File: src/verilog/serial_ring_pkg.sv
// constants for the ring serial pin-control block: register offsets, fields, timing
// assumes a single 40 MHz clock domain and a plain register port with 16-bit data
package serial_ring_pkg;

  // clock and timing
  localparam int          CLK_MHZ         = 40;
  localparam int          DIV_PULSE_NS    = 1000;                         // divided strobe pulse width
  localparam int          DIV_PULSE_CYC_I = (DIV_PULSE_NS * CLK_MHZ) / 1000;
  localparam logic [5:0]  DIV_PULSE_CYC   = 6'(DIV_PULSE_CYC_I);

  // register port
  localparam int          REG_AW          = 8;
  localparam int          REG_DW          = 16;
  localparam logic [7:0]  REG_CTRL        = 8'h00;
  localparam logic [7:0]  REG_TXCFG       = 8'h04;
  localparam logic [7:0]  REG_IRQCFG      = 8'h08;
  localparam logic [7:0]  REG_STATUS      = 8'h0c;
  localparam logic [7:0]  REG_CON_TIME    = 8'h10;
  localparam logic [7:0]  REG_CON_WIDTH   = 8'h14;
  localparam logic [7:0]  REG_DIV_START   = 8'h18;
  localparam logic [7:0]  REG_DIV_IVAL    = 8'h1c;
  localparam logic [7:0]  REG_DIV_CFG     = 8'h20;

  // control register fields
  localparam int          CTRL_REPEATER   = 0;
  localparam int          CTRL_BAUD_OVR   = 1;
  localparam int          CTRL_BAUD_VAL   = 2;
  localparam int          CTRL_TEST_OVR   = 3;
  localparam int          CTRL_LIGHT_VAL  = 4;
  localparam int          CTRL_ZERO_VAL   = 5;
  localparam int          CTRL_CYC_FALL   = 6;
  localparam int          CTRL_FLT_MISS   = 7;
  localparam int          CTRL_FLT_DIST   = 8;
  localparam int          CTRL_CON_LOW    = 9;
  localparam logic [15:0] CTRL_RESET      = 16'h0030;                     // test levels idle high

  // transmit configuration fields
  localparam int          TX_FIRST_HIZ    = 0;
  localparam int          TX_HIZ_LSB      = 1;
  localparam int          TX_PORT_LSB     = 6;
  localparam int          TX_PVAL_LSB     = 11;
  localparam int          TX_EXTRA_N      = 5;

  // interrupt configuration fields
  localparam int          IRQ0_SRC_LSB    = 0;
  localparam int          IRQ1_SRC_LSB    = 5;
  localparam int          IRQ0_LOW        = 10;
  localparam int          IRQ1_LOW        = 11;

  // divided strobe configuration fields
  localparam int          DIV_CNT_LSB     = 0;
  localparam int          DIV_CNT_W       = 8;
  localparam int          DIV_LOW         = 8;

  // event bits
  localparam int          EV_RX_START     = 0;
  localparam int          EV_RX_END       = 1;
  localparam int          EV_FAULT        = 2;
  localparam int          EV_CYCLE        = 3;
  localparam int          EV_TX_END       = 4;
  localparam int          EV_W            = 5;

  // status read layout
  localparam int          ST_RECEIVING    = 5;
  localparam int          ST_FAULT        = 6;
  localparam int          ST_REGEN        = 7;
  localparam int          ST_SHIFT_LSB    = 8;

  // synchronised pin vector positions
  localparam int          SI_OVS          = 0;
  localparam int          SI_RXD          = 1;
  localparam int          SI_RXC          = 2;
  localparam int          SI_TXC          = 3;
  localparam int          SI_CYC          = 4;
  localparam int          SI_REGEN        = 5;
  localparam int          SI_BAUD         = 6;
  localparam int          SI_LIGHT        = 7;
  localparam int          SI_ZERO         = 8;
  localparam int          SI_BORD         = 9;
  localparam int          SYNC_W          = 10;

  // receiver constants
  localparam int          BAUD_DIV_LOW    = 16;
  localparam int          BAUD_DIV_HIGH   = 32;
  localparam logic [4:0]  BAUD_LAST_LOW   = 5'(BAUD_DIV_LOW - 1);
  localparam logic [4:0]  BAUD_LAST_HIGH  = 5'(BAUD_DIV_HIGH - 1);
  localparam logic [7:0]  FLAG_PATTERN    = 8'h7e;
  localparam logic [7:0]  MIN_TELEGRAM    = 8'h10;
  localparam logic [7:0]  SILENCE_BITS    = 8'h20;
  localparam logic [3:0]  DISTORT_LIMIT   = 4'h4;

endpackage
File: src/verilog/serial_ring_pin_control.sv
// pin-level control of the ring serial side: clock regeneration, transmit pins, strobes
// assumes pins arrive asynchronous to clk and the oversampling clock is well below clk/3
`timescale 1ns/1ps

module serial_ring_pin_control
  import serial_ring_pkg::*;
(
  input  wire logic              clk,
  input  wire logic              reset,
  input  wire logic [REG_AW-1:0] reg_addr,
  input  wire logic [REG_DW-1:0] reg_wdata,
  input  wire logic              reg_write,
  input  wire logic              reg_read,
  output logic      [REG_DW-1:0] reg_rdata,
  input  wire logic              byte_order_select,
  input  wire logic              addr_bit0,
  input  wire logic [15:0]       bus_word_in,
  output logic      [7:0]        byte_lane_out,
  output logic                   irq_out_first,
  output logic                   irq_out_second,
  input  wire logic              regen_enable_in,
  input  wire logic              baud_select_in,
  input  wire logic              oversample_clk_in,
  input  wire logic              rx_data_in,
  input  wire logic              rx_clock_pin_in,
  output logic                   rx_clock_pin_out,
  output logic                   rx_clock_pin_oe,
  input  wire logic              tx_clock_pin_in,
  output logic                   tx_clock_pin_out,
  output logic                   tx_clock_pin_oe,
  input  wire logic              tx_own_in,
  input  wire logic              tx_data_in,
  output logic                   tx_bit_take,
  output logic                   receiving_n,
  output logic                   transmitting_n,
  output logic                   tx_line_out_first,
  output logic                   tx_line_out_first_oe,
  output logic      [4:0]        tx_line_out_extra,
  output logic      [4:0]        tx_line_out_extra_oe,
  output logic                   tx_nrz_out,
  input  wire logic              test_light_sel,
  input  wire logic              test_zero_sel,
  output logic                   line_fault_n,
  input  wire logic              cycle_sync_in,
  output logic                   control_strobe_out,
  output logic                   divided_strobe_out,
  output logic                   oversample_half_out,
  output logic                   oversample_quarter_out
);

  typedef struct packed {
    logic [SYNC_W-1:0] s1;
    logic [SYNC_W-1:0] s2;
    logic [SYNC_W-1:0] s3;
    logic [SYNC_W-1:0] filt;
    logic [SYNC_W-1:0] filt_prev;
    logic [15:0]       ctrl;
    logic [15:0]       txcfg;
    logic [15:0]       irqcfg;
    logic [15:0]       con_time;
    logic [15:0]       con_width;
    logic [15:0]       div_start;
    logic [15:0]       div_ival;
    logic [15:0]       div_cfg;
    logic [EV_W-1:0]   pending;
    logic [15:0]       rdata;
    logic [7:0]        byte_out;
    logic [4:0]        os_cnt;
    logic [4:0]        tx_cnt;
    logic [1:0]        ovs_div;
    logic              rx_edge_seen;
    logic              rx_clk_level;
    logic              tx_clk_level;
    logic [7:0]        rx_shift;
    logic [7:0]        bit_cnt;
    logic              receiving;
    logic [7:0]        silence;
    logic [3:0]        distort;
    logic              fault;
    logic              tx_bit;
    logic              line_bit;
    logic              own;
    logic              tx_take;
    logic [15:0]       cyc_timer;
    logic              con_armed;
    logic [15:0]       con_left;
    logic [7:0]        div_pulses;
    logic [15:0]       div_gap;
    logic [5:0]        div_width;
    logic              con_out;
    logic              div_out;
    logic              irq0;
    logic              irq1;
  } state_t;

  state_t s;
  state_t next_s;

  // counters that stop at zero rather than wrapping
  function automatic logic [15:0] dec_to_zero(input logic [15:0] v);
    dec_to_zero = (v == 16'h0000) ? 16'h0000 : 16'(v - 16'h0001);
  endfunction

  // saturating count keeps a stale cycle from wrapping into a false strobe time
  function automatic logic [15:0] inc_sat(input logic [15:0] v);
    inc_sat = (v == 16'hffff) ? v : 16'(v + 16'h0001);
  endfunction

  logic [SYNC_W-1:0] pins;

  // all asynchronous pins pass the same three-stage filter
  assign pins = {byte_order_select, test_zero_sel, test_light_sel, baud_select_in, regen_enable_in,
                 cycle_sync_in, tx_clock_pin_in, rx_clock_pin_in, rx_data_in, oversample_clk_in};

  always_comb begin
    logic [SYNC_W-1:0] rise;
    logic [SYNC_W-1:0] fall;
    logic              regen;
    logic              repeater;
    logic              baud_hi;
    logic [4:0]        last;
    logic [4:0]        half;
    logic [4:0]        quarter;
    logic              ovs_edge;
    logic              rx_trans;
    logic              rx_data;
    logic              sample_tick;
    logic              tx_regen_tick;
    logic              tx_tick;
    logic              light_on;
    logic              zero_on;
    logic              flag_hit;
    logic              missing;
    logic              cyc_edge;
    logic [EV_W-1:0]   ev;
    logic [EV_W-1:0]   clr;
    logic [15:0]       rd;
    rise          = s.filt & ~s.filt_prev;
    fall          = ~s.filt & s.filt_prev;
    regen         = s.filt[SI_REGEN];
    repeater      = s.ctrl[CTRL_REPEATER];
    baud_hi       = s.ctrl[CTRL_BAUD_OVR] ? s.ctrl[CTRL_BAUD_VAL] : s.filt[SI_BAUD];
    last          = baud_hi ? BAUD_LAST_HIGH : BAUD_LAST_LOW;
    half          = {1'b0, last[4:1]};
    quarter       = {2'b00, last[4:2]};
    ovs_edge      = rise[SI_OVS];
    rx_data       = s.filt[SI_RXD];
    rx_trans      = rise[SI_RXD] | fall[SI_RXD];
    sample_tick   = 1'b0;
    tx_regen_tick = 1'b0;
    flag_hit      = 1'b0;
    ev            = '0;
    clr           = '0;
    rd            = 16'h0000;
    next_s        = s;

    // second and third stage must agree before a pin change counts
    next_s.s1        = pins;
    next_s.s2        = s.s1;
    next_s.s3        = s.s2;
    next_s.filt_prev = s.filt;
    for (int i = 0; i < SYNC_W; i++) begin
      if (s.s2[i] == s.s3[i]) begin
        next_s.filt[i] = s.s3[i];
      end
    end

    // byte lane selection, registered
    next_s.byte_out = (addr_bit0 ^ s.filt[SI_BORD]) ? bus_word_in[15:8] : bus_word_in[7:0];

    // oversampling divider, receive realignment and transmit baud divider
    if (rx_trans) begin
      next_s.rx_edge_seen = 1'b1;
    end
    if (ovs_edge) begin
      next_s.ovs_div = 2'(s.ovs_div + 2'b01);
      if (s.rx_edge_seen | rx_trans) begin
        next_s.os_cnt       = 5'h00;
        next_s.rx_edge_seen = 1'b0;
        // an edge far from the bit boundary counts as distortion
        if ((s.os_cnt > quarter) && (s.os_cnt < 5'(last - quarter))) begin
          next_s.distort = (s.distort == DISTORT_LIMIT) ? s.distort : 4'(s.distort + 4'h1);
        end else begin
          next_s.distort = 4'h0;
        end
      end else if (s.os_cnt >= last) begin
        next_s.os_cnt = 5'h00;
      end else begin
        next_s.os_cnt = 5'(s.os_cnt + 5'h01);
      end
      sample_tick = regen && (s.os_cnt == half);
      if (s.tx_cnt >= last) begin
        next_s.tx_cnt = 5'h00;
        tx_regen_tick = 1'b1;
      end else begin
        next_s.tx_cnt = 5'(s.tx_cnt + 5'h01);
      end
    end
    next_s.rx_clk_level = regen && (s.os_cnt > half);
    next_s.tx_clk_level = regen && (s.tx_cnt > half);
    if (!regen) begin
      sample_tick = rise[SI_RXC];
    end

    // transmitter clock source
    if (regen) begin
      tx_tick = tx_regen_tick;
    end else if (repeater) begin
      tx_tick = rise[SI_RXC];
    end else begin
      tx_tick = rise[SI_TXC];
    end

    // receive shift, telegram framing by flag bytes
    if (sample_tick) begin
      next_s.rx_shift = {s.rx_shift[6:0], rx_data};
      flag_hit        = ({s.rx_shift[6:0], rx_data} == FLAG_PATTERN);
      next_s.bit_cnt  = (s.bit_cnt == 8'hff) ? s.bit_cnt : 8'(s.bit_cnt + 8'h01);
      next_s.silence  = (s.silence == SILENCE_BITS) ? s.silence : 8'(s.silence + 8'h01);
    end
    if (rx_trans) begin
      next_s.silence = 8'h00;
    end
    missing = (s.silence == SILENCE_BITS);
    if (flag_hit && !s.receiving) begin
      next_s.receiving = 1'b1;
      next_s.bit_cnt   = 8'h00;
      ev[EV_RX_START]  = 1'b1;
    end else if (s.receiving && ((flag_hit && (s.bit_cnt >= MIN_TELEGRAM)) || missing)) begin
      next_s.receiving = 1'b0;
      ev[EV_RX_END]    = 1'b1;
    end

    // line fault, each cause enabled separately
    next_s.fault = (s.ctrl[CTRL_FLT_MISS] && missing) ||
                   (s.ctrl[CTRL_FLT_DIST] && (s.distort == DISTORT_LIMIT));
    ev[EV_FAULT] = next_s.fault & ~s.fault;

    // transmit path and test generator
    light_on     = ~(s.ctrl[CTRL_TEST_OVR] ? s.ctrl[CTRL_LIGHT_VAL] : s.filt[SI_LIGHT]);
    zero_on      = ~(s.ctrl[CTRL_TEST_OVR] ? s.ctrl[CTRL_ZERO_VAL] : s.filt[SI_ZERO]);
    next_s.own     = tx_own_in;
    ev[EV_TX_END]  = s.own & ~tx_own_in;
    next_s.tx_take = tx_tick & tx_own_in;
    if (tx_tick) begin
      if (zero_on) begin
        next_s.tx_bit = 1'b0;
      end else if (tx_own_in) begin
        next_s.tx_bit = tx_data_in;
      end else if (repeater) begin
        next_s.tx_bit = rx_data;
      end else begin
        next_s.tx_bit = 1'b1;
      end
    end
    next_s.line_bit = light_on | next_s.tx_bit;

    // communication cycle timing
    cyc_edge         = s.ctrl[CTRL_CYC_FALL] ? fall[SI_CYC] : rise[SI_CYC];
    next_s.cyc_timer = inc_sat(s.cyc_timer);
    if (s.con_armed && (s.cyc_timer == s.con_time)) begin
      next_s.con_armed = 1'b0;
      next_s.con_left  = s.con_width;
    end else begin
      next_s.con_left = dec_to_zero(s.con_left);
    end
    if (s.div_width != 6'h00) begin
      next_s.div_width = 6'(s.div_width - 6'h01);
    end else if (s.div_pulses != 8'h00) begin
      if (s.div_gap == 16'h0000) begin
        next_s.div_width  = DIV_PULSE_CYC;
        next_s.div_gap    = dec_to_zero(s.div_ival);
        next_s.div_pulses = 8'(s.div_pulses - 8'h01);
      end else begin
        next_s.div_gap = dec_to_zero(s.div_gap);
      end
    end
    if (cyc_edge) begin
      next_s.cyc_timer  = 16'h0000;
      next_s.con_armed  = 1'b1;
      next_s.div_pulses = s.div_cfg[DIV_CNT_LSB +: DIV_CNT_W];
      next_s.div_gap    = s.div_start;
      ev[EV_CYCLE]      = 1'b1;
    end
    next_s.con_out = (s.con_left != 16'h0000) ^ s.ctrl[CTRL_CON_LOW];
    next_s.div_out = (s.div_width != 6'h00) ^ s.div_cfg[DIV_LOW];

    // register writes; status bits are write-one-to-clear
    if (reg_write) begin
      unique case (reg_addr)
        REG_CTRL:      next_s.ctrl      = reg_wdata;
        REG_TXCFG:     next_s.txcfg     = reg_wdata;
        REG_IRQCFG:    next_s.irqcfg    = reg_wdata;
        REG_STATUS:    clr              = reg_wdata[EV_W-1:0];
        REG_CON_TIME:  next_s.con_time  = reg_wdata;
        REG_CON_WIDTH: next_s.con_width = reg_wdata;
        REG_DIV_START: next_s.div_start = reg_wdata;
        REG_DIV_IVAL:  next_s.div_ival  = reg_wdata;
        REG_DIV_CFG:   next_s.div_cfg   = reg_wdata;
        default:       ;
      endcase
    end
    // a new event outweighs a clear in the same cycle
    next_s.pending = (s.pending & ~clr) | ev;
    next_s.irq0 = (|(s.pending & s.irqcfg[IRQ0_SRC_LSB +: EV_W])) ^ s.irqcfg[IRQ0_LOW];
    next_s.irq1 = (|(s.pending & s.irqcfg[IRQ1_SRC_LSB +: EV_W])) ^ s.irqcfg[IRQ1_LOW];

    // read data valid only in the cycle after the strobe
    if (reg_read) begin
      unique case (reg_addr)
        REG_CTRL:      rd = s.ctrl;
        REG_TXCFG:     rd = s.txcfg;
        REG_IRQCFG:    rd = s.irqcfg;
        REG_STATUS:    rd = {s.rx_shift, regen, s.fault, s.receiving, s.pending};
        REG_CON_TIME:  rd = s.con_time;
        REG_CON_WIDTH: rd = s.con_width;
        REG_DIV_START: rd = s.div_start;
        REG_DIV_IVAL:  rd = s.div_ival;
        REG_DIV_CFG:   rd = s.div_cfg;
        default:       rd = 16'h0000;
      endcase
    end
    next_s.rdata = rd;
  end

  // the whole state; async reset loads constants only
  always_ff @(posedge clk or posedge reset) begin
    if (reset) begin
      s      <= '0;
      s.ctrl <= CTRL_RESET;
    end else begin
      s <= next_s;
    end
  end

  // pin drivers from registered state
  assign reg_rdata              = s.rdata;
  assign byte_lane_out          = s.byte_out;
  assign irq_out_first          = s.irq0;
  assign irq_out_second         = s.irq1;
  assign rx_clock_pin_out       = s.rx_clk_level;
  assign rx_clock_pin_oe        = s.filt[SI_REGEN];
  assign tx_clock_pin_out       = s.tx_clk_level;
  assign tx_clock_pin_oe        = s.filt[SI_REGEN];
  assign tx_bit_take            = s.tx_take;
  assign receiving_n            = ~s.receiving;
  assign transmitting_n         = ~s.own;
  assign tx_line_out_first      = s.line_bit;
  assign tx_line_out_first_oe   = ~s.txcfg[TX_FIRST_HIZ];
  assign tx_nrz_out             = s.tx_bit;
  assign line_fault_n           = ~s.fault;
  assign control_strobe_out     = s.con_out;
  assign divided_strobe_out     = s.div_out;
  assign oversample_half_out    = s.ovs_div[0];
  assign oversample_quarter_out = s.ovs_div[1];

  // port mode bits beat the high-impedance choice; a port bit is always driven
  always_comb begin
    for (int i = 0; i < TX_EXTRA_N; i++) begin
      tx_line_out_extra[i]    = s.txcfg[TX_PORT_LSB + i] ? s.txcfg[TX_PVAL_LSB + i] : s.line_bit;
      tx_line_out_extra_oe[i] = s.txcfg[TX_PORT_LSB + i] | ~s.txcfg[TX_HIZ_LSB + i];
    end
  end

endmodule

File: config.mk
export PLATFORM = sky130hd
export DESIGN_NAME = serial_ring_pin_control
export DESIGN_NICKNAME = d
export VERILOG_FILES = /design/src/verilog/serial_ring_pkg.sv /design/src/verilog/serial_ring_pin_control.sv
export SDC_FILE = /design/constraint.sdc
export NUM_CORES = 1
export LEC_CHECK = 0
export BUFFER_PORTS_ARGS = -buffer_cell sky130_fd_sc_hd__buf_2
export CAP_MARGIN = 15
export CORE_MARGIN = 2
export CORE_UTILIZATION = 60
export CTS_CLUSTER_SIZE = 24
export DETAILED_ROUTE_END_ITERATION = 12
export GPL_TIMING_DRIVEN = 0
export PLACE_DENSITY = 0.83
export SLEW_MARGIN = 20
export SYNTH_ARGS = -nofsm -noshare
export SYNTH_HDL_FRONTEND = slang
export SYNTH_SLANG_ARGS = --single-unit
File: constraint.sdc
create_clock -name clk -period 15.3 [get_ports clk]
set_clock_uncertainty 0.2 [all_clocks]
set_input_delay 2.295 -clock clk [delete_from_list [all_inputs] [get_ports clk]]
set_output_delay 2.295 -clock clk [all_outputs]
set_load 0.05 [all_outputs]
==> impl_summary.txt, run 1 <==
----------------------------------------------------
[Clock tree]
  Total number of clock tree sinks ... 318
  H-tree levels ... 2
  Root cell of the clock tree ... sky130_fd_sc_hd__clkbuf_16
  Clock transition at the registers of the reported paths ... 60 ps
  Clock tree from TritonCTS ... done
  Setup fix buffers added after clock tree synthesis ... 0
  Maximum clock path buffer count ... 3
  Resized cells post-CTS ... 0
  TritonCTS Buffers ... 34
  Total of hold buffers inserted after clock tree synthesis ... 0
  Insertion delay to the later sink of the worst-skew pair ... 520 ps

[Synth]
  Post-synthesis sequential area ratio ... 52.5%
  Total nets after synthesis ... 1407
  Largest area contributor in the synthesized netlist ... sky130_fd_sc_hd__dfrtp_1
  FF+latch count, synth ... 318
  Async S/R FF share, synth ... 100%
  Top cell type's share of synthesized area ... 52.1%
  Mapped Avg Cell Area ... 11.4 um2
  Syn. warnings ... 0
  Cell area after synthesis ... 15200 um2
  Synth top area cells ... sky130_fd_sc_hd__dfrtp_1, sky130_fd_sc_hd__mux2_2, sky130_fd_sc_hd__xnor2_1
  Number of distinct library cells after synthesis ... 78
  Count of flip-flops with a built-in enable after synthesis ... 0
  Number of cells produced by synthesis ... 1329
  Prevailing post-synth register cell ... sky130_fd_sc_hd__dfrtp_1

[Job]
  Max cap viols ... 0

[Drt]
  Per-cell routed wire length ... 22.2 um
  Routed wire length on met3 ... 3400 um
  Wl on met1 ... 15600 um
  Wire length reported by the detailed router ... 40500 um
  Routed vias ... 11400
  Routed wl met2 ... 19600 um
  Number of remaining DRC errors ... 0
  Uppermost signal routing layer after detailed routing ... met5
  Avg Vias per Cell ... 6.23
  Initial drt markers ... 1142
  Count of nets left with antenna violations after detail routing ... 0
  Iteration count of the initial detailed-routing pass ... 6

[Critical path]
  Critical Path Start Type ... input pin
  CP endpoint kind ... register
  Arrival @ worst endpoint ... 4560 ps
  Reg-to-reg critical path startpoint ... s[258]
  Cell with the largest stage delay on the worst path ... sky130_fd_sc_hd__clkbuf_1
  Critical Path RT ... 15500 ps
  Internal reg-to-reg setup slack ... 12150 ps
  Critical path buffer and inverter count ... 4
  Critical path origin ... reg_addr[1]
  Sequence of cells on the critical path ... buf_2 -> nor2_1 -> and2_1 -> buf_2 -> and3_1 -> clkbuf_1 -> clkbuf_1 -> a221oi_1 -> a31oi_1
  Largest delay contributor family on the critical path ... buffers and inverters
  Peak fanout along the critical path ... 10
  Critical path start-end classification ... input pin to register
  Peak per-stage delay on the critical path ... 430 ps

[Timing]
  Crit share post-route ... 28.5%
  Setup repair after global routing missed its margin ... false
  Clock period minus worst slack ... 4360 ps
  Sum Neg Setup Slack ... 0 ps
  Slew headroom ... 38.3%
  Worst Tran Pin Value ... 917 ps
  Final Hold Slack ... 148 ps
  Worst path setup slack after routing ... 10940 ps
  Endpoints failing setup ... 0
  FMAX ... 0.230 GHz
  Number of pins with negative max-slew slack in the final report ... 0
  Final hold violation count ... 0

[Worst hold path]
  Min-delay src ... next_s[303]
  Class of the tightest hold or removal check ... register to register

[Placement]
  Total cell area at the placement stage ... 16200 um2
  Placed Cells ... 1768
  Worst slack, placed ... 10570 ps
  Gpl congestion ... 0.978
  Post-detail-place hpwl ... 28600 um
  Total of buffers placed on input and output ports ... 106

[GRT]
  Remaining global-route overflow ... 0
  Global router's overall resource usage ... 31.0%
  Number of antenna violations at the first check in global routing ... 2
  First-pass GRT wire length ... 63000 um
  Maximum number of pins on one net before global-route repair ... 103
  Number of global-route vias before repair ... 11300

[Floorplanning]
  Number of rows in the core area ... 58
  Initial Util ... 60.6%
  Die Span X ... 163 um
  # IOs ... 108
  Floorplan die area ... 26600 um2
  Area inside the core boundary ... 25000 um2
  Floorplan die height ... 163 um

[Final layout]
  Area of all placed cells without fillers ... 17400 um2
  Ratio of cells with drive above 1 in the final layout ... 27.8%
  Area of the multi-input gates ... 6670 um2
  Most frequent standard cell in the layout excluding fill and tap cells ... sky130_fd_sc_hd__dfrtp_1
  Top library cells by usage in the layout, fill and taps aside ... sky130_fd_sc_hd__dfrtp_1, sky130_fd_sc_hd__mux2_2, sky130_fd_sc_hd__buf_2, sky130_fd_sc_hd__nor2_1, sky130_fd_sc_hd__nand2_1
  Synthesis-to-finish area growth ... 14.4%
  Number of fill cells in the layout ... 1764
  Final Non-Filler Cells ... 1827
  Storage cell area ... 7960 um2
  Post-layout net count ... 1552

[Status]
  Run status ... finished clean

[Pwr]
  Worst supply voltage drop on vdd ... 0.100 mV
  P per Cell Area ... 135 nW/um2
  Leakage power ... 0.00787 uW

----------------------------------------------------
[Yosys cell counts (24+ instances only)]
| library cell | count |
|---|---|
| sky130_fd_sc_hd__dfrtp_1 | 316 |
| sky130_fd_sc_hd__mux2_2 | 164 |
| sky130_fd_sc_hd__nor2_1 | 98 |
| sky130_fd_sc_hd__nand2_1 | 87 |
| sky130_fd_sc_hd__xnor2_1 | 54 |
| sky130_fd_sc_hd__o21ai_0 | 52 |
| sky130_fd_sc_hd__a21oi_1 | 46 |
| sky130_fd_sc_hd__inv_1 | 37 |
| sky130_fd_sc_hd__nor3_1 | 34 |
| sky130_fd_sc_hd__nand3_1 | 31 |
| sky130_fd_sc_hd__buf_4 | 29 |
| sky130_fd_sc_hd__a22oi_1 | 25 |
| sky130_fd_sc_hd__xor2_1 | 24 |
[layer usage]
metal	GRT usage [%]	vias up
met3	6.42	118
met4	13.8	4
met1	39.7	5653
met2	51.2	534
met5	1.89	-
li1	-	5068
[path summary, 6_finish.rpt]
check | cells after the start | to
setup / recovery | 9 | reg_rdata[5]
hold / removal | 0 | next_s[293]
setup reg to reg | 8 | s[85]
hold reg to reg | 0 | next_s[293]
max in group asynchronous | 4 | s[261]
min in group asynchronous | 2 | s[47]
[sequential cells by signal, indices dropped and copies added (netlist names), 8 cells and up]
signal / count
s: 253
reg_rdata: 16
byte_lane_out: 8
next_s: 29
[logic make-up (layout without fill, tap and decap cells)]
logic type	after synthesis	after routing	synth area share, %
xor+xnor	78	78	4.50
fa+ha+maj	31	31	2.39
simple gates	385	385	13.9
compound gates	232	232	10.2
mux	177	177	13.0
buf+inv	108	275	3.60
flops	318	318	52.5
other cells	0	1	0
[power by group]
part	total [uW]	internal [uW]	switching [uW]
sequential	1040	940	104
clock	840	509	331
combinational	463	190	274
[worst register-to-register path: stages (launching register included)]
cell	delay, ps
sky130_fd_sc_hd__dfrtp_1	380
sky130_fd_sc_hd__mux2i_1	570
sky130_fd_sc_hd__ha_1	240
sky130_fd_sc_hd__and4b_1	240
sky130_fd_sc_hd__a31oi_2	260
sky130_fd_sc_hd__or3_4	500
sky130_fd_sc_hd__nor2_4	230
sky130_fd_sc_hd__o21bai_1	140
sky130_fd_sc_hd__mux2_2	270
[per-stage QoR]
step,utilization [%],power [uW]
floorplan,-,1380
global placement,64.4,1490
detailed placement,64.7,1510
CTS,69.3,2350
global route,69.3,2450
finish,69.3,2350
[layout make-up]
cell class / count / share of cell area, %
flip-flops and latches: 318 / 45.9
multi-input cells: 903 / 38.4
clock buffers: 50 / 5.83
repair buffers: 109 / 3.53
well taps: 330 / 2.38
plain buffers: 71 / 2.34
inverters: 37 / 0.844
clock inverters: 8 / 0.771
diodes: 1 / 0.0144
(Power assumes the default switching activity.)
==> run 2, diff against run 1 <==
--- a/config.mk
+++ b/config.mk
@@ -8,11 +8,11 @@
 export BUFFER_PORTS_ARGS = -buffer_cell sky130_fd_sc_hd__buf_2
 export CAP_MARGIN = 15
 export CORE_MARGIN = 2
-export CORE_UTILIZATION = 60
+export CORE_UTILIZATION = 55
 export CTS_CLUSTER_SIZE = 24
 export DETAILED_ROUTE_END_ITERATION = 12
 export GPL_TIMING_DRIVEN = 0
-export PLACE_DENSITY = 0.83
+export PLACE_DENSITY = 0.81
 export SLEW_MARGIN = 20
 export SYNTH_ARGS = -nofsm -noshare
 export SYNTH_HDL_FRONTEND = slang
==> constraint.sdc (replaced) <==
create_clock -name clk -period 3.7 [get_ports clk]
set_clock_uncertainty 0.2 [all_clocks]
set_input_delay 0.555 -clock clk [delete_from_list [all_inputs] [get_ports clk]]
set_output_delay 0.555 -clock clk [all_outputs]
set_load 0.05 [all_outputs]
==> impl_summary.txt, run 2 (synthesis gave the netlist of run 1 again) <==
----------------------------------------------------
[Floorplanning]
  Die Span X ... 170 um (was 163 um)
  # IOs ... 108 (unchanged)
  Initial Util ... 56.1% (was 60.6%)
  Floorplan die height ... 170 um (was 163 um)
  Area inside the core boundary ... 27000 um2 (was 25000 um2)
  Number of rows in the core area ... 60 (was 58)
  Floorplan die area ... 28900 um2 (was 26600 um2)

[Pwr]
  Clock network power share ... 35.7% (was 35.8%)
  Sequential share of power ... 44.6% (was 44.5%)
  Worst supply voltage drop on vdd ... 0.479 mV (was 0.100 mV)
  Leakage power ... 0.00798 uW (was 0.00787 uW)
  Fraction of power consumed by combinational cells ... 19.7% (about the same)
  P per Cell Area ... 552 nW/um2 (was 135 nW/um2)
  Internal Pwr Total ... 6770 uW (was 1640 uW)
  Design Power ... 9730 uW (was 2350 uW)
  Share of total power consumed by net switching ... 30.3% (was 30.2%)
  Switching power ... 2950 uW (was 709 uW)

[Final layout]
  Ratio of cells with drive above 1 in the final layout ... 28.1% (was 27.8%)
  Synthesis-to-finish area growth ... 16.1% (was 14.4%)
  Most frequent standard cell in the layout excluding fill and tap cells ... sky130_fd_sc_hd__dfrtp_1 (unchanged)
  Largest register FFs ... 253 (unchanged)
  Top library cells by usage in the layout, fill and taps aside ... sky130_fd_sc_hd__dfrtp_1, sky130_fd_sc_hd__mux2_2, sky130_fd_sc_hd__buf_2, sky130_fd_sc_hd__nor2_1, sky130_fd_sc_hd__nand2_1 (unchanged)
  Post-layout net count ... 1572 (was 1552)
  Number of diodes added for antenna fixing ... 0 (was 1)
  Number of fill cells in the layout ... 2006 (was 1764)
  Largest register by flop count ... s (unchanged)

[Clock tree]
  Maximum clock path buffer count ... 3 (unchanged)
  Resized cells post-CTS ... 0 (unchanged)
  Insertion delay to the later sink of the worst-skew pair ... 520 ps (about the same)
  TritonCTS Buffers ... 35 (was 34)
  Clock transition at the registers of the reported paths ... 60 ps (about the same)
  H-tree levels ... 2 (unchanged)
  Clock tree from TritonCTS ... done (unchanged)
  Setup fix buffers added after clock tree synthesis ... 0 (unchanged)
  Total number of clock tree sinks ... 318 (unchanged)
  Root cell of the clock tree ... sky130_fd_sc_hd__clkbuf_16 (unchanged)

[Drt]
  Avg Vias per Cell ... 6.19 (was 6.23)
  Initial drt markers ... 1075 (was 1142)
  Wire length reported by the detailed router ... 40800 um (was 40500 um)
  Iteration count of the initial detailed-routing pass ... 9 (was 6)
  Number of remaining DRC errors ... 0 (unchanged)
  Count of nets left with antenna violations after detail routing ... 0 (unchanged)
  Per-cell routed wire length ... 22.0 um (was 22.2 um)
  Routed vias ... 11500 (was 11400)

[Placement]
  Post-detail-place hpwl ... 29300 um (was 28600 um)
  Worst slack, placed ... 565 ps (was 10570 ps)
  Total of buffers placed on input and output ports ... 106 (unchanged)
  Gpl congestion ... 0.963 (was 0.978)

[GRT]
  Maximum number of pins on one net before global-route repair ... 37 (was 103)
  Global router's overall resource usage ... 29.0% (was 31.0%)
  Number of global-route vias before repair ... 11500 (was 11300)
  First-pass GRT wire length ... 64300 um (was 63000 um)
  Remaining global-route overflow ... 0 (unchanged)
  Number of antenna violations at the first check in global routing ... 0 (was 2)

[Critical path]
  CP endpoint kind ... register (unchanged)
  Sequence of cells on the critical path ... mux2i_1 -> ha_1 -> and4b_1 -> a31oi_2 -> or3_4 -> nor2_4 -> o21bai_1 -> mux2_2 (was buf_2 -> nor2_1 -> and2_1 -> buf_2 -> and3_1 -> clkbuf_1 -> clkbuf_1 -> a221oi_1 -> a31oi_1)
  Critical Path Start Type ... register (was input pin)
  Peak fanout along the critical path ... 10 (unchanged)
  Critical Path RT ... 3900 ps (was 15500 ps)
  Arrival @ worst endpoint ... 3400 ps (was 4560 ps)
  Internal reg-to-reg setup slack ... 500 ps (was 12150 ps)
  Peak per-stage delay on the critical path ... 600 ps (was 430 ps)
  Critical path start-end classification ... register to register (was input pin to register)
  Cell with the largest stage delay on the worst path ... sky130_fd_sc_hd__mux2i_1 (was sky130_fd_sc_hd__clkbuf_1)

[Timing]
  Crit share post-route ... 86.5%
  Setup repair after global routing missed its margin ... false (unchanged)
  Worst Tran Pin Value ... 892 ps (was 917 ps)
  FMAX ... 0.313 GHz
  Final hold violation count ... 0 (unchanged)
  Number of pins with negative max-slew slack in the final report ... 0 (unchanged)
  Endpoints failing setup ... 0 (unchanged)
  Clock period minus worst slack ... 3200 ps
  Worst path setup slack after routing ... 501 ps (was 10940 ps)
  Slew headroom ... 40.3% (was 38.3%)

[Job]
  Max cap viols ... 0 (unchanged)

[Status]
  Run status ... finished clean (unchanged)

[Worst hold path]
  Class of the tightest hold or removal check ... input pin to register (was register to register)

----------------------------------------------------
==> run 2: changes by cell type in the layout (fill, tap and decap cells not counted), sizes merged <==
cell         before  now
diode             1    0
bufinv            3    2
dlygate4sd3       0   12
clkbuf           71   70
buf             159  166
clkinvlp          0    2
inv              39   37
clkinv            3    7
==> run 2: worst paths after layout <==
path	start	to	cells past startpoint
worst min-delay path	bus_word_in[3]	byte_lane_out[3]	2
worst max-delay path	s[258]	s[85]	8
max in group asynchronous	reset	next_s[282]	6
worst min register to register	next_s[305]	next_s[295]	0
worst max register to register	s[258]	s[85]	8
min in group asynchronous	reset	control_strobe_out	3
==> run 2: final cells by class <==
| class | count | area (um2) | share of cell area [%] |
|---|---|---|---|
| plain buffers | 71 | 407 | 2.31 |
| clock buffers | 49 | 1030 | 5.85 |
| clock inverters | 11 | 123 | 0.696 |
| inverters | 37 | 143 | 0.810 |
| multi-input cells | 903 | 6670 | 37.9 |
| flip-flops and latches | 318 | 7960 | 45.2 |
| well taps | 341 | 427 | 2.42 |
| repair buffers | 128 | 858 | 4.87 |
==> run 2: critical path, delay by kind of cell, from the launching register on <==
| family | cells | cell delay, ps |
|---|---|---|
| flops | 1 | 380 |
| simple gates | 3 | 980 |
| fa+ha+maj | 1 | 240 |
| compound gates | 2 | 390 |
| mux | 2 | 870 |
==> run 2: power by group through the flow <==
stage          Combinational [uW]  Sequential, uW  Clock (uW)
2_1_floorplan                1350            4350           0
3_3_place_gp                 1810            4360           0
3_5_place_dp                 1900            4380           0
4_1_cts                      1920            4330        3500
5_1_grt                      2110            4390        3660
6_report                     1920            4340        3470
==> run 2: timing repair <==
action                     4_1_cts  5_1_grt
setup endpoints to repair        0        0
hold buffers                    12        0
hold endpoints to repair        26        0
==> run 2: stage by stage <==
| step | util [%] | hold WS, ps | area (um2) | instances | TNS (ps) |
|---|---|---|---|---|---|
| final | 65.2 | 77.4 | 17600 | 1858 | 0 |
| after global routing | 65.2 | 77.4 | 17600 | 1858 | 0 |
| after CTS | 65.2 | 73.6 | 17600 | 1858 | 0 |
| after detailed placement | 60.5 | 138 | 16300 | 1786 | 0 |
| after global placement | 59.7 | 132 | 16100 | 1776 | -942360 |
| after floorplan | - | 131 | 15200 | 1329 | -408630 |
==> run 2: layer usage <==
| metal | part of all wire [%] | GRT usage (%) |
|---|---|---|
| met5 | 0 | 0 |
| met1 | 40 | 37.8 |
| met4 | 5.3 | 14.2 |
| met3 | 7.8 | 5.26 |
| met2 | 47 | 47.1 |
==> run 3, diff against run 2 <==
--- a/config.mk
+++ b/config.mk
@@ -8,11 +8,12 @@
 export BUFFER_PORTS_ARGS = -buffer_cell sky130_fd_sc_hd__buf_2
 export CAP_MARGIN = 15
 export CORE_MARGIN = 2
-export CORE_UTILIZATION = 55
+export CORE_UTILIZATION = 42
 export CTS_CLUSTER_SIZE = 24
 export DETAILED_ROUTE_END_ITERATION = 12
 export GPL_TIMING_DRIVEN = 0
-export PLACE_DENSITY = 0.81
+export PLACE_DENSITY = 0.65
+export SKIP_LAST_GASP = 1
 export SLEW_MARGIN = 20
 export SYNTH_ARGS = -nofsm -noshare
 export SYNTH_HDL_FRONTEND = slang
==> impl_summary.txt, run 3 (synthesis gave the netlist of run 1 again) <==
----------------------------------------------------
[Placement]
  Total of buffers placed on input and output ports ... 106 (unchanged)
  Post-detail-place hpwl ... 30300 um (was 29300 um)
  Worst slack, placed ... 462 ps (was 565 ps)
  Placed Cells ... 1907 (was 1786)
  Gpl congestion ... 0.910 (was 0.963)

[Drt]
  Count of nets left with antenna violations after detail routing ... 0 (unchanged)
  Routed vias ... 11100 (was 11500)
  Number of remaining DRC errors ... 0 (unchanged)
  Per-cell routed wire length ... 20.8 um (was 22.0 um)
  Avg Vias per Cell ... 5.62 (was 6.19)
  Initial drt markers ... 971 (was 1075)
  Wire length reported by the detailed router ... 41300 um (was 40800 um)
  Iteration count of the initial detailed-routing pass ... 7 (was 9)

[GRT]
  Number of global-route vias before repair ... 11300 (was 11500)
  Maximum number of pins on one net before global-route repair ... 34 (was 37)
  Remaining global-route overflow ... 0 (unchanged)
  First-pass GRT wire length ... 65600 um (was 64300 um)
  Number of antenna violations at the first check in global routing ... 2 (was 0)
  Global router's overall resource usage ... 22.2% (was 29.0%)

[Timing]
  Endpoints failing setup ... 0 (unchanged)
  Number of pins with negative max-slew slack in the final report ... 0 (unchanged)
  Final hold violation count ... 0 (unchanged)
  Final Hold Slack ... 55.5 ps (was 77.4 ps)
  FMAX ... 0.322 GHz (was 0.313 GHz)
  Worst Tran Pin Value ... 873 ps (was 892 ps)
  Crit share post-route ... 83.8% (was 86.5%)
  Setup repair after global routing missed its margin ... false (unchanged)
  Slew headroom ... 41.3% (was 40.3%)
  Worst path setup slack after routing ... 599 ps (was 501 ps)
  Clock period minus worst slack ... 3100 ps (was 3200 ps)

[Floorplanning]
  Floorplan die area ... 37700 um2 (was 28900 um2)
  Die Span X ... 194 um (was 170 um)
  Number of rows in the core area ... 69 (was 60)
  Area inside the core boundary ... 35600 um2 (was 27000 um2)
  Floorplan die height ... 194 um (was 170 um)
  Initial Util ... 42.7% (was 56.1%)
  # IOs ... 108 (unchanged)

[Clock tree]
  H-tree levels ... 2 (unchanged)
  Resized cells post-CTS ... 0 (unchanged)
  Maximum clock path buffer count ... 3 (unchanged)
  Root cell of the clock tree ... sky130_fd_sc_hd__clkbuf_16 (unchanged)
  Clock tree from TritonCTS ... done (unchanged)
  Insertion delay to the later sink of the worst-skew pair ... 530 ps (was 520 ps)
  Total number of clock tree sinks ... 318 (unchanged)
  Clock transition at the registers of the reported paths ... 60 ps (about the same)
  TritonCTS Buffers ... 36 (was 35)

[Pwr]
  Worst supply voltage drop on vdd ... 0.394 mV (was 0.479 mV)
  Leakage power ... 0.00799 uW (was 0.00798 uW)
  P per Cell Area ... 548 nW/um2 (was 552 nW/um2)
  Design Power ... 9740 uW (was 9730 uW)

[Final layout]
  Ratio of cells with drive above 1 in the final layout ... 28.0% (was 28.1%)
  Top library cells by usage in the layout, fill and taps aside ... sky130_fd_sc_hd__dfrtp_1, sky130_fd_sc_hd__mux2_2, sky130_fd_sc_hd__buf_2, sky130_fd_sc_hd__nor2_1, sky130_fd_sc_hd__nand2_1 (unchanged)
  Synthesis-to-finish area growth ... 17.3% (was 16.1%)
  Final Non-Filler Cells ... 1983 (was 1858)
  Largest register FFs ... 253 (unchanged)
  Largest register by flop count ... s (unchanged)
  Most frequent standard cell in the layout excluding fill and tap cells ... sky130_fd_sc_hd__dfrtp_1 (unchanged)
  Post-layout net count ... 1574 (was 1572)

[Critical path]
  Arrival @ worst endpoint ... 3310 ps (was 3400 ps)
  Peak fanout along the critical path ... 10 (unchanged)
  Sequence of cells on the critical path ... mux2i_1 -> ha_1 -> and4b_1 -> a31oi_2 -> or3_4 -> nor2_4 -> o21bai_1 -> mux2_2 (unchanged)
  Critical path start-end classification ... register to register (unchanged)
  Cell with the largest stage delay on the worst path ... sky130_fd_sc_hd__mux2i_1 (unchanged)
  Critical Path RT ... 3910 ps (was 3900 ps)
  Critical Path Start Type ... register (unchanged)
  Peak per-stage delay on the critical path ... 550 ps (was 600 ps)
  CP endpoint kind ... register (unchanged)

[Worst hold path]
  Class of the tightest hold or removal check ... input pin to register (unchanged)

[Status]
  Run status ... finished clean (unchanged)

[Job]
  Max cap viols ... 0 (unchanged)

----------------------------------------------------
run 3: final cells by class:
| class | count | area (um2) |
|---|---|---|
| clock buffer | 52 | 1040 |
| timing repair buffer | 129 | 878 |
| tap | 461 | 577 |
| inverter | 37 | 143 |
| fill | 3169 | 17800 |
| antenna | 2 | 5.00 |
| sequential | 318 | 7960 |
| buffer | 71 | 407 |
| multi-input combinational | 903 | 6670 |
| clock inverter | 10 | 118 |
run 3: what timing repair did:
| action | CTS | global route |
|---|---|---|
| buffers inserted | 0 | 0 |
| hold buffers | 12 | 0 |
| hold endpoints to repair | 43 | 0 |
run 3: final timing paths:
kind,startpoint,endpoint,slack (ps),cells after the start
min in group asynchronous,reset,reg_rdata[12],300,3
worst max-delay path,s[258],s[85],600,8
worst max register to register,s[258],s[85],600,8
max in group asynchronous,reset,s[24],1630,8
worst min-delay path,bus_word_in[13],byte_lane_out[5],60,2
worst min register to register,next_s[312],next_s[302],150,0
run 3: report_power, final:
| group | internal, uW | total (uW) | switching [uW] |
|---|---|---|---|
| clock | 2090 | 3510 | 1420 |
| sequential | 3890 | 4320 | 428 |
| combinational | 806 | 1910 | 1110 |
| total | 6790 | 9740 | 2960 |
run 3: stage by stage:
| stage | utilization (%) | setup TNS (ps) | instance area [um2] |
|---|---|---|---|
| 6_report | 50.0 | 0 | 17800 |
| 5_1_grt | 50.0 | 0 | 17800 |
| 4_1_cts | 50.0 | 0 | 17800 |
| 3_5_place_dp | 46.4 | 0 | 16500 |
| 3_3_place_gp | 45.8 | -988920 | 16300 |
| 2_1_floorplan | - | -408630 | 15200 |
run 3: critical path: cells and delay by family (launching register included):
family,cells,cell delay (ps)
flip-flops,1,400
multiplexers,2,820
adder cells (fa/ha/maj),1,230
AND/OR/NAND/NOR,3,940
AO/OA/AOI/OAI,2,380
run 3: routing by layer:
metal / track usage, % / vias up / wire, um
met2: 36.0 / 319 / 19400
met4: 9.62 / 0 / 1810
met5: 0 / - / 0
met1: 29.8 / 5599 / 18100
li1: - / 5119 / -
met3: 3.18 / 98 / 1980
